### config.mk
export PLATFORM = sky130hd
export DESIGN_NAME = bsx_exec
export DESIGN_NICKNAME = d
export VERILOG_FILES = /design/src/core/bsx_pkg.sv /design/src/core/bsx_cond.sv /design/src/core/bsx_shift.sv /design/src/core/bsx_exec.sv
export SDC_FILE = /design/constraint.sdc
export NUM_CORES = 1
export LEC_CHECK = 0
export ABC_AREA = 1
export BUFFER_PORTS_ARGS = -buffer_cell sky130_fd_sc_hd__buf_2
export CORE_MARGIN = 8
export CORE_UTILIZATION = 40
export DETAILED_ROUTE_END_ITERATION = 6
export GPL_ROUTABILITY_DRIVEN = 0
export GPL_TIMING_DRIVEN = 1
export RECOVER_POWER = 50
export SLEW_MARGIN = 5
export SYNTH_ARGS = -nofsm -noshare
export SYNTH_HDL_FRONTEND = slang
export SYNTH_SLANG_ARGS = --single-unit
### constraint.sdc
create_clock -name SYS_CLK -period 4.2 [get_ports SYS_CLK]
set_input_delay 0.63 -clock SYS_CLK [delete_from_list [all_inputs] [get_ports SYS_CLK]]
set_output_delay 0.63 -clock SYS_CLK [all_outputs]
set_load 0.03 [all_outputs]
### src/core/bsx_pkg.sv
package bsx_pkg;

  // Widths of the program counter, the I/O address and the register port.
  localparam int PC_W = 16;
  localparam int IO_AW = 5;
  localparam int BUS_AW = 8;
  localparam int BUS_DW = 16;

  // Positions of the flags inside the status flags register.
  localparam int FLG_C = 0;
  localparam int FLG_Z = 1;
  localparam int FLG_N = 2;
  localparam int FLG_V = 3;
  localparam int FLG_S = 4;
  localparam int FLG_H = 5;
  localparam int FLG_T = 6;
  localparam int FLG_I = 7;

  // Register port offsets.
  localparam logic [BUS_AW-1:0] REG_CTRL = 8'h00;
  localparam logic [BUS_AW-1:0] REG_PC = 8'h01;
  localparam logic [BUS_AW-1:0] REG_FLAGS = 8'h02;
  localparam logic [BUS_AW-1:0] REG_RETIRED = 8'h03;

  // Control register fields and reset values.
  localparam int CTRL_RUN_BIT = 0;
  localparam logic [7:0] CTRL_RST = 8'h01;
  localparam logic [7:0] FLAGS_RST = 8'h00;
  localparam logic [PC_W-1:0] PC_RST = 16'h0000;

  // Program counter steps for fall through and for skipping one or two words.
  localparam logic [PC_W-1:0] PC_STEP1 = 16'h0001;
  localparam logic [PC_W-1:0] PC_STEP2 = 16'h0002;
  localparam logic [PC_W-1:0] PC_STEP3 = 16'h0003;

  // Operations handled by this execution block.
  typedef enum logic [4:0] {
    OP_NOP = 5'h00,
    OP_SKIP_IO_SET = 5'h01,
    OP_BR_FLAG_SET = 5'h02,
    OP_BR_FLAG_CLR = 5'h03,
    OP_BR_EQ = 5'h04,
    OP_BR_NE = 5'h05,
    OP_BR_CS = 5'h06,
    OP_BR_CC = 5'h07,
    OP_BR_SH = 5'h08,
    OP_BR_LO = 5'h09,
    OP_BR_MINUS = 5'h0A,
    OP_BR_PLUS = 5'h0B,
    OP_BR_SGE = 5'h0C,
    OP_BR_SLT = 5'h0D,
    OP_BR_HS = 5'h0E,
    OP_BR_HC = 5'h0F,
    OP_BR_TS = 5'h10,
    OP_BR_TC = 5'h11,
    OP_BR_VS = 5'h12,
    OP_BR_VC = 5'h13,
    OP_BR_IE = 5'h14,
    OP_BR_ID = 5'h15,
    OP_SET_IO = 5'h16,
    OP_CLR_IO = 5'h17,
    OP_LSL = 5'h18,
    OP_LSR = 5'h19,
    OP_ROL = 5'h1A
  } bsx_op_t;

  // Decoded instruction handed over by the decode stage.
  typedef struct packed {
    bsx_op_t op;
    logic [2:0] bit_sel;
    logic [IO_AW-1:0] io_addr;
    logic [6:0] k;
    logic next_two_word;
  } bsx_instr_t;

  // One-hot sequencer states.
  typedef enum logic [2:0] {
    ST_IDLE = 3'b001,
    ST_WAIT1 = 3'b010,
    ST_WAIT2 = 3'b100
  } bsx_state_t;

endpackage : bsx_pkg

### src/core/bsx_cond.sv
`timescale 1ns/1ps
module bsx_cond
  import bsx_pkg::*;
(
  // Operation and selectors.
  input wire bsx_op_t op,
  input wire logic [2:0] flag_sel,
  // Current status flags.
  input wire logic [7:0] flags,
  // Outcome.
  output logic is_branch,
  output logic take
);

  // Decides whether an operation is a branch and whether its condition holds.
  always_comb begin
    is_branch = 1'b1;
    take = 1'b0;
    case (op)
      OP_BR_FLAG_SET: take = flags[flag_sel];
      OP_BR_FLAG_CLR: take = ~flags[flag_sel];
      OP_BR_EQ: take = flags[FLG_Z];
      OP_BR_NE: take = ~flags[FLG_Z];
      OP_BR_CS, OP_BR_LO: take = flags[FLG_C];
      OP_BR_CC, OP_BR_SH: take = ~flags[FLG_C];
      OP_BR_MINUS: take = flags[FLG_N];
      OP_BR_PLUS: take = ~flags[FLG_N];
      OP_BR_SGE: take = ~(flags[FLG_N] ^ flags[FLG_V]);
      OP_BR_SLT: take = flags[FLG_N] ^ flags[FLG_V];
      OP_BR_HS: take = flags[FLG_H];
      OP_BR_HC: take = ~flags[FLG_H];
      OP_BR_TS: take = flags[FLG_T];
      OP_BR_TC: take = ~flags[FLG_T];
      OP_BR_VS: take = flags[FLG_V];
      OP_BR_VC: take = ~flags[FLG_V];
      OP_BR_IE: take = flags[FLG_I];
      OP_BR_ID: take = ~flags[FLG_I];
      default: is_branch = 1'b0;
    endcase
  end

endmodule : bsx_cond

### src/core/bsx_shift.sv
`timescale 1ns/1ps
module bsx_shift
  import bsx_pkg::*;
(
  // Operation and operand.
  input wire bsx_op_t op,
  input wire logic [7:0] operand,
  input wire logic carry_in,
  // Result and new flags.
  output logic is_shift,
  output logic [7:0] result,
  output logic c_out,
  output logic z_out,
  output logic n_out,
  output logic v_out
);

  // Shifts one place, filling with zero or the old carry.
  always_comb begin
    is_shift = 1'b1;
    result = operand;
    c_out = carry_in;
    case (op)
      OP_LSL: begin
        result = {operand[6:0], 1'b0};
        c_out = operand[7];
      end
      OP_LSR: begin
        result = {1'b0, operand[7:1]};
        c_out = operand[0];
      end
      OP_ROL: begin
        result = {operand[6:0], carry_in};
        c_out = operand[7];
      end
      default: is_shift = 1'b0;
    endcase
  end

  // Zero and negative follow the result; overflow is negative xor carry.
  assign z_out = (result == 8'h00);
  assign n_out = result[7];
  assign v_out = result[7] ^ c_out;

endmodule : bsx_shift

### src/core/bsx_exec.sv
`timescale 1ns/1ps
module bsx_exec
  import bsx_pkg::*;
(
  // Clock and reset.
  input wire logic SYS_CLK,
  input wire logic ARST_N,
  // Instruction issue.
  input wire logic INSTR_VALID,
  input wire bsx_instr_t INSTR,
  output logic READY,
  output logic DONE,
  // Data register operand and result.
  input wire logic [7:0] RD_VALUE,
  output logic [7:0] RD_RESULT,
  output logic RD_WE,
  // I/O register space.
  output logic [IO_AW-1:0] IO_ADDR,
  input wire logic [7:0] IO_RDATA,
  output logic IO_WR,
  output logic [7:0] IO_WDATA,
  // Architectural state.
  output logic [PC_W-1:0] PC,
  output logic [7:0] FLAGS,
  // Register port.
  input wire logic [BUS_AW-1:0] BUS_ADDR,
  input wire logic [BUS_DW-1:0] BUS_WDATA,
  input wire logic BUS_WR,
  input wire logic BUS_RD,
  output logic [BUS_DW-1:0] BUS_RDATA
);

  bsx_state_t state_q;
  bsx_state_t state_d;
  logic [PC_W-1:0] pc_q;
  logic [PC_W-1:0] pend_pc_q;
  logic [7:0] flags_q;
  logic [7:0] ctrl_q;
  logic [BUS_DW-1:0] retired_q;
  logic [IO_AW-1:0] io_addr_q;
  logic io_wr_pend_q;
  logic [7:0] io_wdata_q;
  logic [7:0] rd_result_q;
  logic rd_we_q;
  logic [BUS_DW-1:0] bus_rdata_q;
  logic fire;
  logic is_branch;
  logic take;
  logic is_shift;
  logic [7:0] sh_result;
  logic sh_c;
  logic sh_z;
  logic sh_n;
  logic sh_v;
  logic io_bit;
  logic [7:0] bit_mask;
  logic [PC_W-1:0] k_ext;
  logic [PC_W-1:0] tgt_pc;
  logic [1:0] cycles;

  // Condition evaluation for all relative branches.
  bsx_cond u_cond (
    .op(INSTR.op),
    .flag_sel(INSTR.bit_sel),
    .flags(flags_q),
    .is_branch(is_branch),
    .take(take)
  );

  // One-place shifter for the shift and rotate operations.
  bsx_shift u_shift (
    .op(INSTR.op),
    .operand(RD_VALUE),
    .carry_in(flags_q[FLG_C]),
    .is_shift(is_shift),
    .result(sh_result),
    .c_out(sh_c),
    .z_out(sh_z),
    .n_out(sh_n),
    .v_out(sh_v)
  );

  // Accept only while idle and software lets the block run.
  assign READY = (state_q == ST_IDLE) && ctrl_q[CTRL_RUN_BIT];
  assign fire = INSTR_VALID && READY;

  // The I/O address follows the new instruction, then the held one during write back.
  assign IO_ADDR = (state_q == ST_IDLE) ? INSTR.io_addr : io_addr_q;
  assign io_bit = IO_RDATA[INSTR.bit_sel];
  assign bit_mask = 8'h01 << INSTR.bit_sel;

  // Displacement sign extended to the program counter width.
  assign k_ext = {{(PC_W - 7){INSTR.k[6]}}, INSTR.k};

  // Target program counter and cost in cycles of the offered instruction.
  always_comb begin
    tgt_pc = pc_q + PC_STEP1;
    cycles = 2'h1;
    if (is_branch) begin
      if (take) begin
        tgt_pc = pc_q + k_ext + PC_STEP1;
        cycles = 2'h2;
      end
    end else if (INSTR.op == OP_SKIP_IO_SET) begin
      if (io_bit) begin
        tgt_pc = pc_q + (INSTR.next_two_word ? PC_STEP3 : PC_STEP2);
        cycles = INSTR.next_two_word ? 2'h3 : 2'h2;
      end
    end else if (INSTR.op == OP_SET_IO || INSTR.op == OP_CLR_IO) begin
      cycles = 2'h2;
    end
  end

  // Sequencer that stretches an instruction to its cycle count.
  always_comb begin
    state_d = state_q;
    case (state_q)
      ST_IDLE: begin
        if (fire && cycles == 2'h2) begin
          state_d = ST_WAIT1;
        end else if (fire && cycles == 2'h3) begin
          state_d = ST_WAIT2;
        end
      end
      ST_WAIT2: state_d = ST_WAIT1;
      ST_WAIT1: state_d = ST_IDLE;
      default: state_d = ST_IDLE;
    endcase
  end

  // Done marks the last cycle of every instruction, whatever its length.
  assign DONE = (fire && cycles == 2'h1) || (state_q == ST_WAIT1);

  // Sequencer state register.
  always_ff @(posedge SYS_CLK or negedge ARST_N) begin
    if (!ARST_N) begin
      state_q <= ST_IDLE;
    end else begin
      state_q <= state_d;
    end
  end

  // Program counter: one-cycle work updates now, longer work at its last cycle.
  always_ff @(posedge SYS_CLK or negedge ARST_N) begin
    if (!ARST_N) begin
      pc_q <= PC_RST;
      pend_pc_q <= PC_RST;
    end else begin
      if (fire) begin
        pend_pc_q <= tgt_pc;
      end
      if (fire && cycles == 2'h1) begin
        pc_q <= tgt_pc;
      end else if (state_q == ST_WAIT1) begin
        pc_q <= pend_pc_q;
      end else if (BUS_WR && BUS_ADDR == REG_PC && state_q == ST_IDLE) begin
        pc_q <= BUS_WDATA[PC_W-1:0];
      end
    end
  end

  // Read-modify-write of one I/O bit, written back in the second cycle.
  always_ff @(posedge SYS_CLK or negedge ARST_N) begin
    if (!ARST_N) begin
      io_addr_q <= '0;
      io_wr_pend_q <= 1'b0;
      io_wdata_q <= 8'h00;
    end else begin
      io_wr_pend_q <= 1'b0;
      if (fire && INSTR.op == OP_SET_IO) begin
        io_addr_q <= INSTR.io_addr;
        io_wr_pend_q <= 1'b1;
        io_wdata_q <= IO_RDATA | bit_mask;
      end else if (fire && INSTR.op == OP_CLR_IO) begin
        io_addr_q <= INSTR.io_addr;
        io_wr_pend_q <= 1'b1;
        io_wdata_q <= IO_RDATA & ~bit_mask;
      end
    end
  end

  assign IO_WR = io_wr_pend_q;
  assign IO_WDATA = io_wdata_q;

  // Shift result goes back to the data register one cycle after issue.
  always_ff @(posedge SYS_CLK or negedge ARST_N) begin
    if (!ARST_N) begin
      rd_result_q <= 8'h00;
      rd_we_q <= 1'b0;
    end else begin
      rd_we_q <= fire && is_shift;
      if (fire && is_shift) begin
        rd_result_q <= sh_result;
      end
    end
  end

  // Only shifts and register port writes touch the flags; branches, skips and bit writes leave them alone.
  always_ff @(posedge SYS_CLK or negedge ARST_N) begin
    if (!ARST_N) begin
      flags_q <= FLAGS_RST;
    end else if (fire && is_shift) begin
      flags_q[FLG_C] <= sh_c;
      flags_q[FLG_Z] <= sh_z;
      flags_q[FLG_N] <= sh_n;
      flags_q[FLG_V] <= sh_v;
    end else if (BUS_WR && BUS_ADDR == REG_FLAGS) begin
      flags_q <= BUS_WDATA[7:0];
    end
  end

  // Control register and a count of finished instructions.
  always_ff @(posedge SYS_CLK or negedge ARST_N) begin
    if (!ARST_N) begin
      ctrl_q <= CTRL_RST;
      retired_q <= '0;
    end else begin
      if (BUS_WR && BUS_ADDR == REG_CTRL) begin
        ctrl_q <= BUS_WDATA[7:0];
      end
      if (BUS_WR && BUS_ADDR == REG_RETIRED) begin
        retired_q <= '0;
      end else if (DONE) begin
        retired_q <= retired_q + 16'h0001;
      end
    end
  end

  // Register port read data, valid the cycle after the read strobe.
  always_ff @(posedge SYS_CLK or negedge ARST_N) begin
    if (!ARST_N) begin
      bus_rdata_q <= '0;
    end else if (BUS_RD) begin
      if (BUS_ADDR == REG_CTRL) begin
        bus_rdata_q <= {8'h00, ctrl_q};
      end else if (BUS_ADDR == REG_PC) begin
        bus_rdata_q <= pc_q;
      end else if (BUS_ADDR == REG_FLAGS) begin
        bus_rdata_q <= {8'h00, flags_q};
      end else if (BUS_ADDR == REG_RETIRED) begin
        bus_rdata_q <= retired_q;
      end else begin
        bus_rdata_q <= '0;
      end
    end else begin
      bus_rdata_q <= '0;
    end
  end

  assign RD_RESULT = rd_result_q;
  assign RD_WE = rd_we_q;
  assign PC = pc_q;
  assign FLAGS = flags_q;
  assign BUS_RDATA = bus_rdata_q;
endmodule : bsx_exec

; ---- Word level (Yosys, flattened, before mapping)
; Cells that the tools add are included.
[word_totals]
output_inout_bits = 65
input_bits = 66
regBits = 106
[op_classes]
shifts = 1
addsub = 5
n_reduce_logical = 27
n_bitwise = 15
eq_ne = 36
n_lt_le_gt_ge = 1
mux = 42
[ops]
columns = operator, count
row1 = 2-to-1 mux 16 bit, 14
row2 = == test 5 bit (second input constant), 11
row3 = adder 16 x 1 -> 16 bit (second input constant), 3
row4 = == test 5 x 4 -> 1 bit (second input constant), 8
row5 = case mux 8 bit (3 select lines), 1
row6 = == test 5 x 3 -> 1 bit (second input constant), 4
row7 = OR reduction 20 bit, 1
row8 = case mux 1 bit (18 select lines), 1
row9 = adder 16 bit, 1
row10 = adder 16 x 2 -> 16 bit, 1
row11 = == test 8 x 2 -> 1 bit (second input constant), 2
row12 = zero test 8 bit, 2
row13 = 2-to-1 mux 8 bit, 2
row14 = 2-to-1 mux 5 bit, 3
row15 = logical AND 1 bit, 13
row16 = == test 5 x 2 -> 1 bit (second input constant), 2
row17 = 2-to-1 mux 2 bit, 5
row18 = inverter 1 bit, 10
row19 = AND 8 bit, 1
row20 = == test 8 x 1 -> 1 bit (second input constant), 1
row21 = 2-to-1 mux 1 bit, 8
row22 = 2-to-1 mux 4 bit, 2
row23 = inverter 8 bit, 1
row24 = OR 8 bit, 1
row25 = other kinds (20), 29

; ---- Longest topological paths before layout
; Gate-level depths: netlist of run 1.
[depth]
word_depth = 11
ltp_mapped = 18
ltp_nobuf = 17

; ---- Modules after synthesis
; From an unflattened synthesis of run 1, not the netlist that was laid out.
[hier_totals]
cells_unflattened = 1283
hier_area_um2 = 8209.1
[modules_own_cells]
columns = module, cells_each, area_each_um2, n_inst
row1 = bsx_exec, 1105, 7390.8, 1
row2 = bsx_cond, 119, 504.2, 1
row3 = bsx_shift, 59, 314.1, 1

; ---- Least setup slack after synthesis of run 1
; Ideal clock, no wire load.
[synth_path]
path_type = register -> output
from = register state_q[0]
to = output DONE
slack_ps = 1314
path_buffers = 2
path_stages_with_launch = 11
arrival_time_ps = 2256
cell_sequence = dfstp_2 -> inv_1 -> nor2_1 -> nand2_1 -> nor2_1 -> nand2_1 -> inv_1 -> nand4_4 -> nand2_2 -> buf_4 -> buf_6
[synth_via]
elab_chain_cells = 5
elab_cells_between_ends = 6
[synth_lines]
columns = element, line_no
row1 = "start, declared", bsx_exec.sv:33  ; bsx_state_t state_q;
row2 = "start signal, assigned", bsx_exec.sv:139  ; state_q <= state_d;
row3 = == test 3 x 1 -> 1 bit, bsx_exec.sv:84  ; assign READY = (state_q == ST_IDLE) && ctrl_q[CTRL_RUN_BIT];
row4 = logical AND 1 bit, bsx_exec.sv:84
row5 = net READY, bsx_exec.sv:11  ; output logic READY,
row6 = logical AND 1 bit, bsx_exec.sv:85  ; assign fire = INSTR_VALID && READY;
row7 = logical AND 1 bit, bsx_exec.sv:132  ; assign DONE = (fire && cycles == 2'h1) || (state_q == ST_WAIT1);
row8 = logical OR 1 bit, bsx_exec.sv:132
row9 = "end, declared", bsx_exec.sv:12  ; output logic DONE,
; The timed path passes the listed nets, and every way through them passes these cells.

; ---- Worst setup path in the final report of run 1
[layout_path]
from = register state_q[0]
to = output DONE
[layout_via]
elab_chain_cells = 5
elab_cells_between_ends = 6
[layout_lines]
columns = element, line_no
row1 = == test 3 x 1 -> 1 bit, bsx_exec.sv:84
row2 = logical AND 1 bit, bsx_exec.sv:84
row3 = logical AND 1 bit, bsx_exec.sv:85
row4 = logical AND 1 bit, bsx_exec.sv:132
row5 = logical OR 1 bit (*), bsx_exec.sv:132
; Mark *: on every way between the ends. The rest lies on a longest branch, timed or not.

==> flow_summary.rst, run 1 <==
.. list-table::
   :header-rows: 1

   * - Metric
     - Value
   * - Wire length of the first global-routing pass
     - 40.99 mm
   * - Setup skew after layout
     - 0.007322 ns
   * - Pre-antenna DRT Iters
     - 5
   * - Crit path required time
     - 3.57 ns
   * - Status
     - finished with violations
   * - Filler cell count in the final layout
     - 2059
   * - Startpoint type of the worst setup path
     - register
   * - Fin crit period
     - 3.284 ns
   * - Crit. End Element
     - primary output
   * - DRC violations left
     - 0
   * - Horizontal extent of the die
     - 155.8 um
   * - Share of total power consumed by net switching
     - 38.87%
   * - Number of nets at the end of the flow
     - 1366
   * - Top_reg_cell synth
     - sky130_fd_sc_hd__dfrtp_1
   * - Routed met1 length
     - 11.36 mm
   * - Total CTS buffers
     - 9
   * - Count of distinct cell types in the synthesized netlist
     - 48
   * - Clock power frac
     - 28.2%
   * - Wire length on met3
     - 1.578 mm
   * - Most frequent cell after synthesis
     - sky130_fd_sc_hd__nand2_1
   * - RSZ-0062 raised after global routing
     - no
   * - Die Outline Area
     - 24260 um2
   * - Achievable frequency
     - 0.3045 GHz
   * - DR top layer
     - met4
   * - FF-to-FF Start
     - state_q[0]
   * - Warnings from Yosys
     - 0
   * - Count of vias placed by the detailed router
     - 8068
   * - Top cell types by occurrence after synthesis
     - sky130_fd_sc_hd__nand2_1 (351), sky130_fd_sc_hd__inv_1 (125), sky130_fd_sc_hd__nand3_1 (121), sky130_fd_sc_hd__dfrtp_1 (104), sky130_fd_sc_hd__nor2_1 (100)
   * - Largest vdd supply drop
     - 216.5 uV
   * - PostCTS Resize Cnt
     - 0
   * - Final count of pins violating max slew
     - 107
   * - Highest fanout seen on the critical path
     - 11
   * - Count of antenna-violating nets left after detailed routing
     - 0
   * - Remaining max-slew budget at the tightest pin
     - -79.34%
   * - Final core utilization
     - 46.37%
   * - Hold path startpoint
     - IO_WDATA[7]
   * - Setup Buffers After CTS
     - 0
   * - R2R Path End
     - retired_q[14]
   * - Post-Syn Instances
     - 1173
   * - Cell depth of the worst hold path
     - 2
   * - R2r setup slk
     - 1.33 ns
   * - Pin count of the biggest net entering global routing
     - 107
   * - Hold-fix buffer count after cts
     - 0
   * - Number of placed I/O pins
     - 131
   * - Hold EP
     - IO_WDATA[7]
   * - Buffers on Ports
     - 130
   * - Design internal power
     - 2.249 mW
   * - Synth top area cells
     - sky130_fd_sc_hd__dfrtp_1 (33%), sky130_fd_sc_hd__nand2_1 (17%), sky130_fd_sc_hd__nand3_1 (7.8%)
   * - Total power density per cell area
     - 410.4 nW/um2
   * - Clock transition at path regs
     - 0.07 ns
   * - Endpoints failing setup
     - 0
   * - Proportion of netlist area held by the largest area contributor
     - 33.31%
   * - Core footprint
     - 19330 um2
   * - Clk sink count
     - 106
   * - Setup tns final
     - 0 ns
   * - Total global-route track usage
     - 21.11%
   * - Arr. time, crit path
     - 2.65 ns
   * - Aggregate routed wire length
     - 25.30 mm
   * - Post-detailed-placement half-perimeter wirelength
     - 19.57 mm
   * - Kind of path behind the tightest hold check
     - reg -> reg
   * - Vias in the first global route
     - 7840
   * - CTS H-tree depth
     - 3
   * - Initial antenna violation count
     - 0
   * - Number of max-cap violations
     - 1
   * - Residual overflow from global routing
     - 0
   * - Slew of the pin with the lowest slew margin
     - 2.690 ns
   * - Reported leakage power
     - 4.706 nW
   * - Number of DRC markers in iteration 0
     - 684
   * - Clock root buffer master
     - sky130_fd_sc_hd__clkbuf_16
   * - Depth of the worst register-to-register path
     - 12
   * - Std-Cell Rows
     - 51
   * - Proportion of power drawn by combinational gates
     - 33.5%
   * - Initial core utilization
     - 40.41%
   * - Clock insertion delay at the later pin of the skew report
     - 0.35 ns
   * - Post-synthesis net count
     - 1259
   * - Detailed-route wire length per cell
     - 16.32 um
   * - Share of synthesized area occupied by flip-flops and latches
     - 33.98%
   * - Number of endpoints with negative hold slack in the final report
     - 0
   * - Count of flip-flops with a built-in enable after synthesis
     - 0
   * - Signed area change from the synthesized netlist to the final layout
     - 14.77%
   * - Biggest area consumer among synthesized cells
     - sky130_fd_sc_hd__dfrtp_1
   * - Number of inserted diodes
     - 0
   * - Violations in the final reports
     - capacitance limit, slew limit
   * - Die span in y
     - 155.8 um
   * - Post-route fraction of the period consumed by the critical path
     - 78.20%
   * - Sequential cell fraction of total power
     - 38.3%
   * - Per-cell via count in the routed design
     - 5.205
   * - Synth Area per Inst
     - 6.660 um2
   * - Worst Path Class, Setup
     - reg -> out
   * - Share of layout cells above drive strength 1
     - 12.45%
   * - Netlist Area Pre-Place
     - 7812 um2
   * - Largest buffer count on any clock path
     - 2
   * - Net Sw Power
     - 1.430 mW
   * - Post-synth ARST share
     - 100.0%
   * - Length of routed met2 wiring
     - 11.91 mm
   * - Seq cells post-synth
     - 106
   * - TritonCTS clock tree
     - done
-- per-layer routing --
metal / vias to the layer above / global-route usage [%]
met4: 0 / 6.793
met2: 265 / 35.59
met5: - / 0
met3: 28 / 3.324
li1: 4016 / -
met1: 3759 / 27.15
-- final cells by class --
class	count	area, um2	share of cell area, %
clock inverters	6	136.4	1.521
clock buffers	10	229.0	2.554
repair buffers	138	670.6	7.480
multi-input cells	880	4399	49.07
flip-flops and latches	106	2655	29.61
inverters	145	544.3	6.070
well taps	265	331.6	3.698
-- worst max-delay path by stage --
stage                    start  endpoint  slack (ns)  depth (start not counted)
detailed placement  state_q[0]      DONE        1.29                          9
global placement    state_q[0]      DONE        1.32                          9
finish              state_q[0]      DONE        0.92                          9
floorplan           state_q[0]      DONE        1.31                         10
CTS                 state_q[0]      DONE        0.89                          9
global route        state_q[0]      DONE        0.78                          9
-- worst max-delay path, cell delays in order (launching register included) --
cell                      delay (ns)
sky130_fd_sc_hd__dfstp_2        0.53
sky130_fd_sc_hd__inv_1          0.05
sky130_fd_sc_hd__nor2_1         0.12
sky130_fd_sc_hd__nand2_1        0.28
sky130_fd_sc_hd__nor2_1         0.31
sky130_fd_sc_hd__nand2_1        0.32
sky130_fd_sc_hd__inv_1          0.21
sky130_fd_sc_hd__nand4_4        0.12
sky130_fd_sc_hd__nand2_2        0.13
sky130_fd_sc_hd__buf_2          0.22
-- power groups by stage --
stage	registers (mW)	logic (mW)	clock network [mW]
finish	1.41	1.23	1.04
CTS	1.41	1.24	1.06
global placement	1.42	1.23	0
detailed placement	1.43	1.23	0
global route	1.43	1.39	1.10
floorplan	1.41	0.841	0
-- placed cells by master, fill, tap and decap left out, types with 2 or more instances in the layout --
cell                        count
sky130_fd_sc_hd__nand2_1      351
sky130_fd_sc_hd__inv_1        125
sky130_fd_sc_hd__nand3_1      121
sky130_fd_sc_hd__dfrtp_1      104
sky130_fd_sc_hd__nor2_1       100
sky130_fd_sc_hd__buf_2         97
sky130_fd_sc_hd__o21ai_0       79
sky130_fd_sc_hd__a21oi_1       56
sky130_fd_sc_hd__xor2_1        33
sky130_fd_sc_hd__clkbuf_1      33
sky130_fd_sc_hd__inv_2         20
sky130_fd_sc_hd__ha_1          19
sky130_fd_sc_hd__o21ai_1       16
sky130_fd_sc_hd__nand4_1       15
sky130_fd_sc_hd__xnor2_1       14
sky130_fd_sc_hd__nor3_1        12
sky130_fd_sc_hd__o211ai_1      10
sky130_fd_sc_hd__clkbuf_16      9
sky130_fd_sc_hd__buf_4          7
sky130_fd_sc_hd__a221oi_1       6
sky130_fd_sc_hd__nor2_2         5
sky130_fd_sc_hd__o21a_1         5
sky130_fd_sc_hd__bufinv_16      4
sky130_fd_sc_hd__nand3b_1       3
sky130_fd_sc_hd__a21o_1         3
sky130_fd_sc_hd__o221ai_1       3
sky130_fd_sc_hd__nor4_1         3
sky130_fd_sc_hd__mux2i_1        3
sky130_fd_sc_hd__a21oi_2        3
sky130_fd_sc_hd__o22ai_1        2
sky130_fd_sc_hd__a22oi_1        2
sky130_fd_sc_hd__dfstp_2        2
-- cells by family (layout without fill, tap and decap cells) --
group	Yosys count	after routing	share of synthesized area [%]
AOI/OAI and AO/OA	192	192	13.90
xor gates and xnor gates	47	47	5.269
adders and majority gates	20	20	3.299
buffers and inverters	187	299	9.705
DFF	106	106	33.98
muxes	3	3	0.3844
and+or+nand+nor	618	618	33.46
-- metrics by stage --
step	std cells	instance area [um2]	power, mW	setup slack (ns)	hold slack [ns]
6_report	1550	8966	3.680	0.9156	0.4799
5_1_grt	1550	8966	3.921	0.7792	0.5053
4_1_cts	1550	9021	3.706	0.8893	0.3835
3_5_place_dp	1534	8656	2.659	1.288	0.4627
3_3_place_gp	1534	8656	2.653	1.323	0.4565
2_1_floorplan	1173	7812	2.247	1.314	0.3344
-- sequential cells by signal, indices dropped and copies added (netlist names) --
| name | count |
|---|---|
| BUS_RDATA | 16 |
| FLAGS | 8 |
| IO_WDATA | 8 |
| IO_WR | 1 |
| PC | 16 |
| RD_RESULT | 8 |
| RD_WE | 1 |
| ctrl_q | 8 |
| io_addr_q | 5 |
| pend_pc_q | 16 |
| retired_q | 16 |
| state_q | 3 |
Power figures use the tool's default switching activity.
==> run 2, diff against run 1 <==
clock period = 3.06 ns   (was 4.2 ns; I/O delays follow)
==> flow_summary.rst, run 2 (synthesized netlist as in run 1, its figures left out) <==
.. list-table::
   :header-rows: 1

   * - Metric
     - Value
   * - Share of total power consumed by net switching
     - 41.30% (+2.4 points)
   * - RSZ-0062 raised after global routing
     - no
   * - Clock insertion delay at the later pin of the skew report
     - 0.36 ns (about the same)
   * - Count of antenna-violating nets left after detailed routing
     - 0 (unchanged)
   * - Capturing element of the worst setup path
     - DONE
   * - Final count of pins violating max slew
     - 0 (-100%)
   * - Crit path required time
     - 2.60 ns (-0.97 ns)
   * - Kind of path behind the tightest hold check
     - in -> async
   * - Number of nets at the end of the flow
     - 1380 (+1.0%)
   * - Vias in the first global route
     - 7874 (+0.43%)
   * - Depth of the worst register-to-register path
     - 17 (+5)
   * - Placement Setup Slack
     - 0.3580 ns (-0.9301 ns)
   * - Placed Instances
     - 1548 (+0.91%)
   * - Hold Worst Slack
     - 0.3613 ns (-0.1186 ns)
   * - Residual overflow from global routing
     - 0 (unchanged)
   * - Aggregate routed wire length
     - 25.75 mm (+1.8%)
   * - Signed area change from the synthesized netlist to the final layout
     - 15.31%
   * - Number of placed I/O pins
     - 131 (unchanged)
   * - Setup ws final
     - 0.3054 ns (-0.6101 ns)
   * - Total global-route track usage
     - 21.65% (+0.54 points)
   * - Clk sink count
     - 106 (unchanged)
   * - Pre-antenna DRT Iters
     - 5 (unchanged)
   * - FF-to-FF Start
     - PC[0]
   * - Setup crit start
     - state_q[0]
   * - Remaining max-slew budget at the tightest pin
     - 15.46% (+95 points)
   * - R2r setup slk
     - 0.45 ns (-0.88 ns)
   * - Horizontal extent of the die
     - 155.8 um (unchanged)
   * - Hold-fix buffer count after cts
     - 0 (unchanged)
   * - Crit. End Element
     - primary output
   * - Die Outline Area
     - 24260 um2 (unchanged)
   * - Status
     - completed
   * - Number of buffers and inverters on the critical path
     - 3 (unchanged)
   * - Cell-by-cell trace of the critical path
     - inv_1, nor2_1, nand2_1, nor2_1, nand2_1, inv_1, nand4_4, nand2_4, buf_2
   * - Share of layout cells above drive strength 1
     - 13.47% (+1.0 points)
   * - Total CTS buffers
     - 9 (unchanged)
   * - Final std cell area, no fill
     - 9009 um2 (+0.47%)
   * - Initial antenna violation count
     - 0 (unchanged)
   * - Proportion of power drawn by combinational gates
     - 37.7% (+4.2 points)
   * - Count of vias placed by the detailed router
     - 8168 (+1.2%)
   * - Total power density per cell area
     - 537.8 nW/um2 (+31%)
   * - Achievable frequency
     - 0.3630 GHz
   * - Reported leakage power
     - 4.748 nW (+0.88%)
   * - Sequential cell fraction of total power
     - 38.4% (about the same)
   * - Setup tns final
     - 0 ns (unchanged)
   * - Wire length of the first global-routing pass
     - 41.57 mm (+1.4%)
   * - Number of endpoints with negative hold slack in the final report
     - 0 (unchanged)
   * - Final core utilization
     - 46.59% (+0.22 points)
   * - Setup skew after layout
     - 0.005133 ns (-0.002189 ns)
   * - Design internal power
     - 2.844 mW (+26%)
   * - Fin crit period
     - 2.755 ns
   * - Standard cell with the maximum stage delay on the critical path
     - sky130_fd_sc_hd__dfstp_2
   * - DRC violations left
     - 0 (unchanged)
   * - Number of DRC markers in iteration 0
     - 623 (-8.9%)
   * - Detailed-route wire length per cell
     - 16.46 um (+0.86%)
   * - Arr. time, crit path
     - 2.30 ns (-0.35 ns)
   * - TritonCTS clock tree
     - done
   * - Endpoints failing setup
     - 0 (unchanged)
   * - Standard cell area after detailed placement
     - 8761 um2 (+1.2%)
   * - Net Sw Power
     - 2.001 mW (+40%)
   * - Worst Path Class, Setup
     - reg -> out
   * - Peak per-stage delay on the critical path
     - 0.53 ns (about the same)
   * - CTS H-tree depth
     - 3 (unchanged)
   * - Post-route fraction of the period consumed by the critical path
     - 90.02%
   * - Per-cell via count in the routed design
     - 5.223 (+0.33%)
   * - Highest-count cells in the layout ignoring fill and taps
     - sky130_fd_sc_hd__nand2_1 (351), sky130_fd_sc_hd__inv_1 (125), sky130_fd_sc_hd__nand3_1 (121), sky130_fd_sc_hd__dfrtp_1 (104), sky130_fd_sc_hd__nor2_1 (100)
   * - Clock power frac
     - 23.9% (-4.3 points)
   * - Overall power of the completed layout
     - 4.845 mW (+32%)
   * - Core footprint
     - 19330 um2 (unchanged)
   * - Slew of the pin with the lowest slew margin
     - 1.268 ns (-1.422 ns)
   * - Initial core utilization
     - 40.41% (unchanged)
   * - Std-Cell Rows
     - 51 (unchanged)
   * - Stages on the worst setup path
     - 9 (unchanged)
   * - Die span in y
     - 155.8 um (unchanged)
   * - Startpoint type of the worst setup path
     - register
   * - R2R Path End
     - pend_pc_q[8]
   * - Most common library cell in the layout ignoring fill and taps
     - sky130_fd_sc_hd__nand2_1
   * - Buffers on Ports
     - 130 (unchanged)
   * - Worst path top cell family by delay
     - simple AND/OR/NAND/NOR gates
   * - Clock root buffer master
     - sky130_fd_sc_hd__clkbuf_16
   * - Largest vdd supply drop
     - 316.6 uV (+46%)
   * - Highest fanout seen on the critical path
     - 20 (+9)
   * - Final cell count without fillers
     - 1564 (+0.90%)
   * - Largest buffer count on any clock path
     - 2 (unchanged)
   * - Number of inserted diodes
     - 0 (unchanged)
   * - Post-detailed-placement half-perimeter wirelength
     - 20.36 mm (+4.0%)
   * - Clock transition at path regs
     - 0.07 ns (about the same)
   * - Setup Buffers After CTS
     - 0 (unchanged)
   * - Pin count of the biggest net entering global routing
     - 62 (-42%)
   * - Number of max-cap violations
     - 0 (-1)
## run 2: final cells by class
class,count,area [um2]
fillers,2078,10330
clock inverters,5,37.54
clock buffers,11,252.7
flip-flops and latches,106,2655
inverters,145,544.3
multi-input cells,880,4404
well taps,265,331.6
repair buffers,152,783.3
## run 2: worst reg2reg max path: stages, from the launching register on
cell and delay, ns:
sky130_fd_sc_hd__dfrtp_1 0.53, sky130_fd_sc_hd__inv_1 0.18, sky130_fd_sc_hd__ha_1 0.17, sky130_fd_sc_hd__inv_1 0.07
sky130_fd_sc_hd__fa_1 0.45, sky130_fd_sc_hd__nand3_1 0.10, sky130_fd_sc_hd__nand2_1 0.11, sky130_fd_sc_hd__nand2_1 0.09
sky130_fd_sc_hd__nand2_1 0.09, sky130_fd_sc_hd__nand2_1 0.08, sky130_fd_sc_hd__nand2_1 0.06, sky130_fd_sc_hd__xor2_1 0.17
sky130_fd_sc_hd__nand2_1 0.07, sky130_fd_sc_hd__nand2_1 0.05, sky130_fd_sc_hd__nand2_1 0.07, sky130_fd_sc_hd__nand2_1 0.07
sky130_fd_sc_hd__nand2_1 0.06, sky130_fd_sc_hd__o21ai_0 0.08
## run 2: worst min-delay path by stage
| stage | cells after the start | end |
|---|---|---|
| 4_1_cts | 1 | FLAGS[3] |
| 3_3_place_gp | 2 | IO_WDATA[7] |
| 3_5_place_dp | 2 | IO_WDATA[7] |
| 5_1_grt | 3 | io_addr_q[1] |
| 6_report | 1 | RD_RESULT[3] |
| 2_1_floorplan | 0 | BUS_RDATA[0] |
## run 2: what timing repair did
item | 4_1_cts | 5_1_grt
resized for setup | 0 | 1
setup endpoints to repair | 0 | 1
endpoints found under the hold margin | 0 | 0
## run 2: per-layer routing
metal,up-vias,global-route usage [%],routed length (um)
li1,4052,-,-
met1,3789,27.65,11380
met2,281,35.72,12040
met3,46,3.961,1523
met4,0,8.318,797
met5,-,0,0
## run 2: power groups by stage
stage / clock, mW / combinational, mW / sequential (mW)
6_report: 1.16 / 1.82 / 1.86
5_1_grt: 1.24 / 2.05 / 1.89
4_1_cts: 1.18 / 1.83 / 1.86
3_5_place_dp: 0 / 1.82 / 1.88
3_3_place_gp: 0 / 1.80 / 1.88
2_1_floorplan: 0 / 1.15 / 1.93
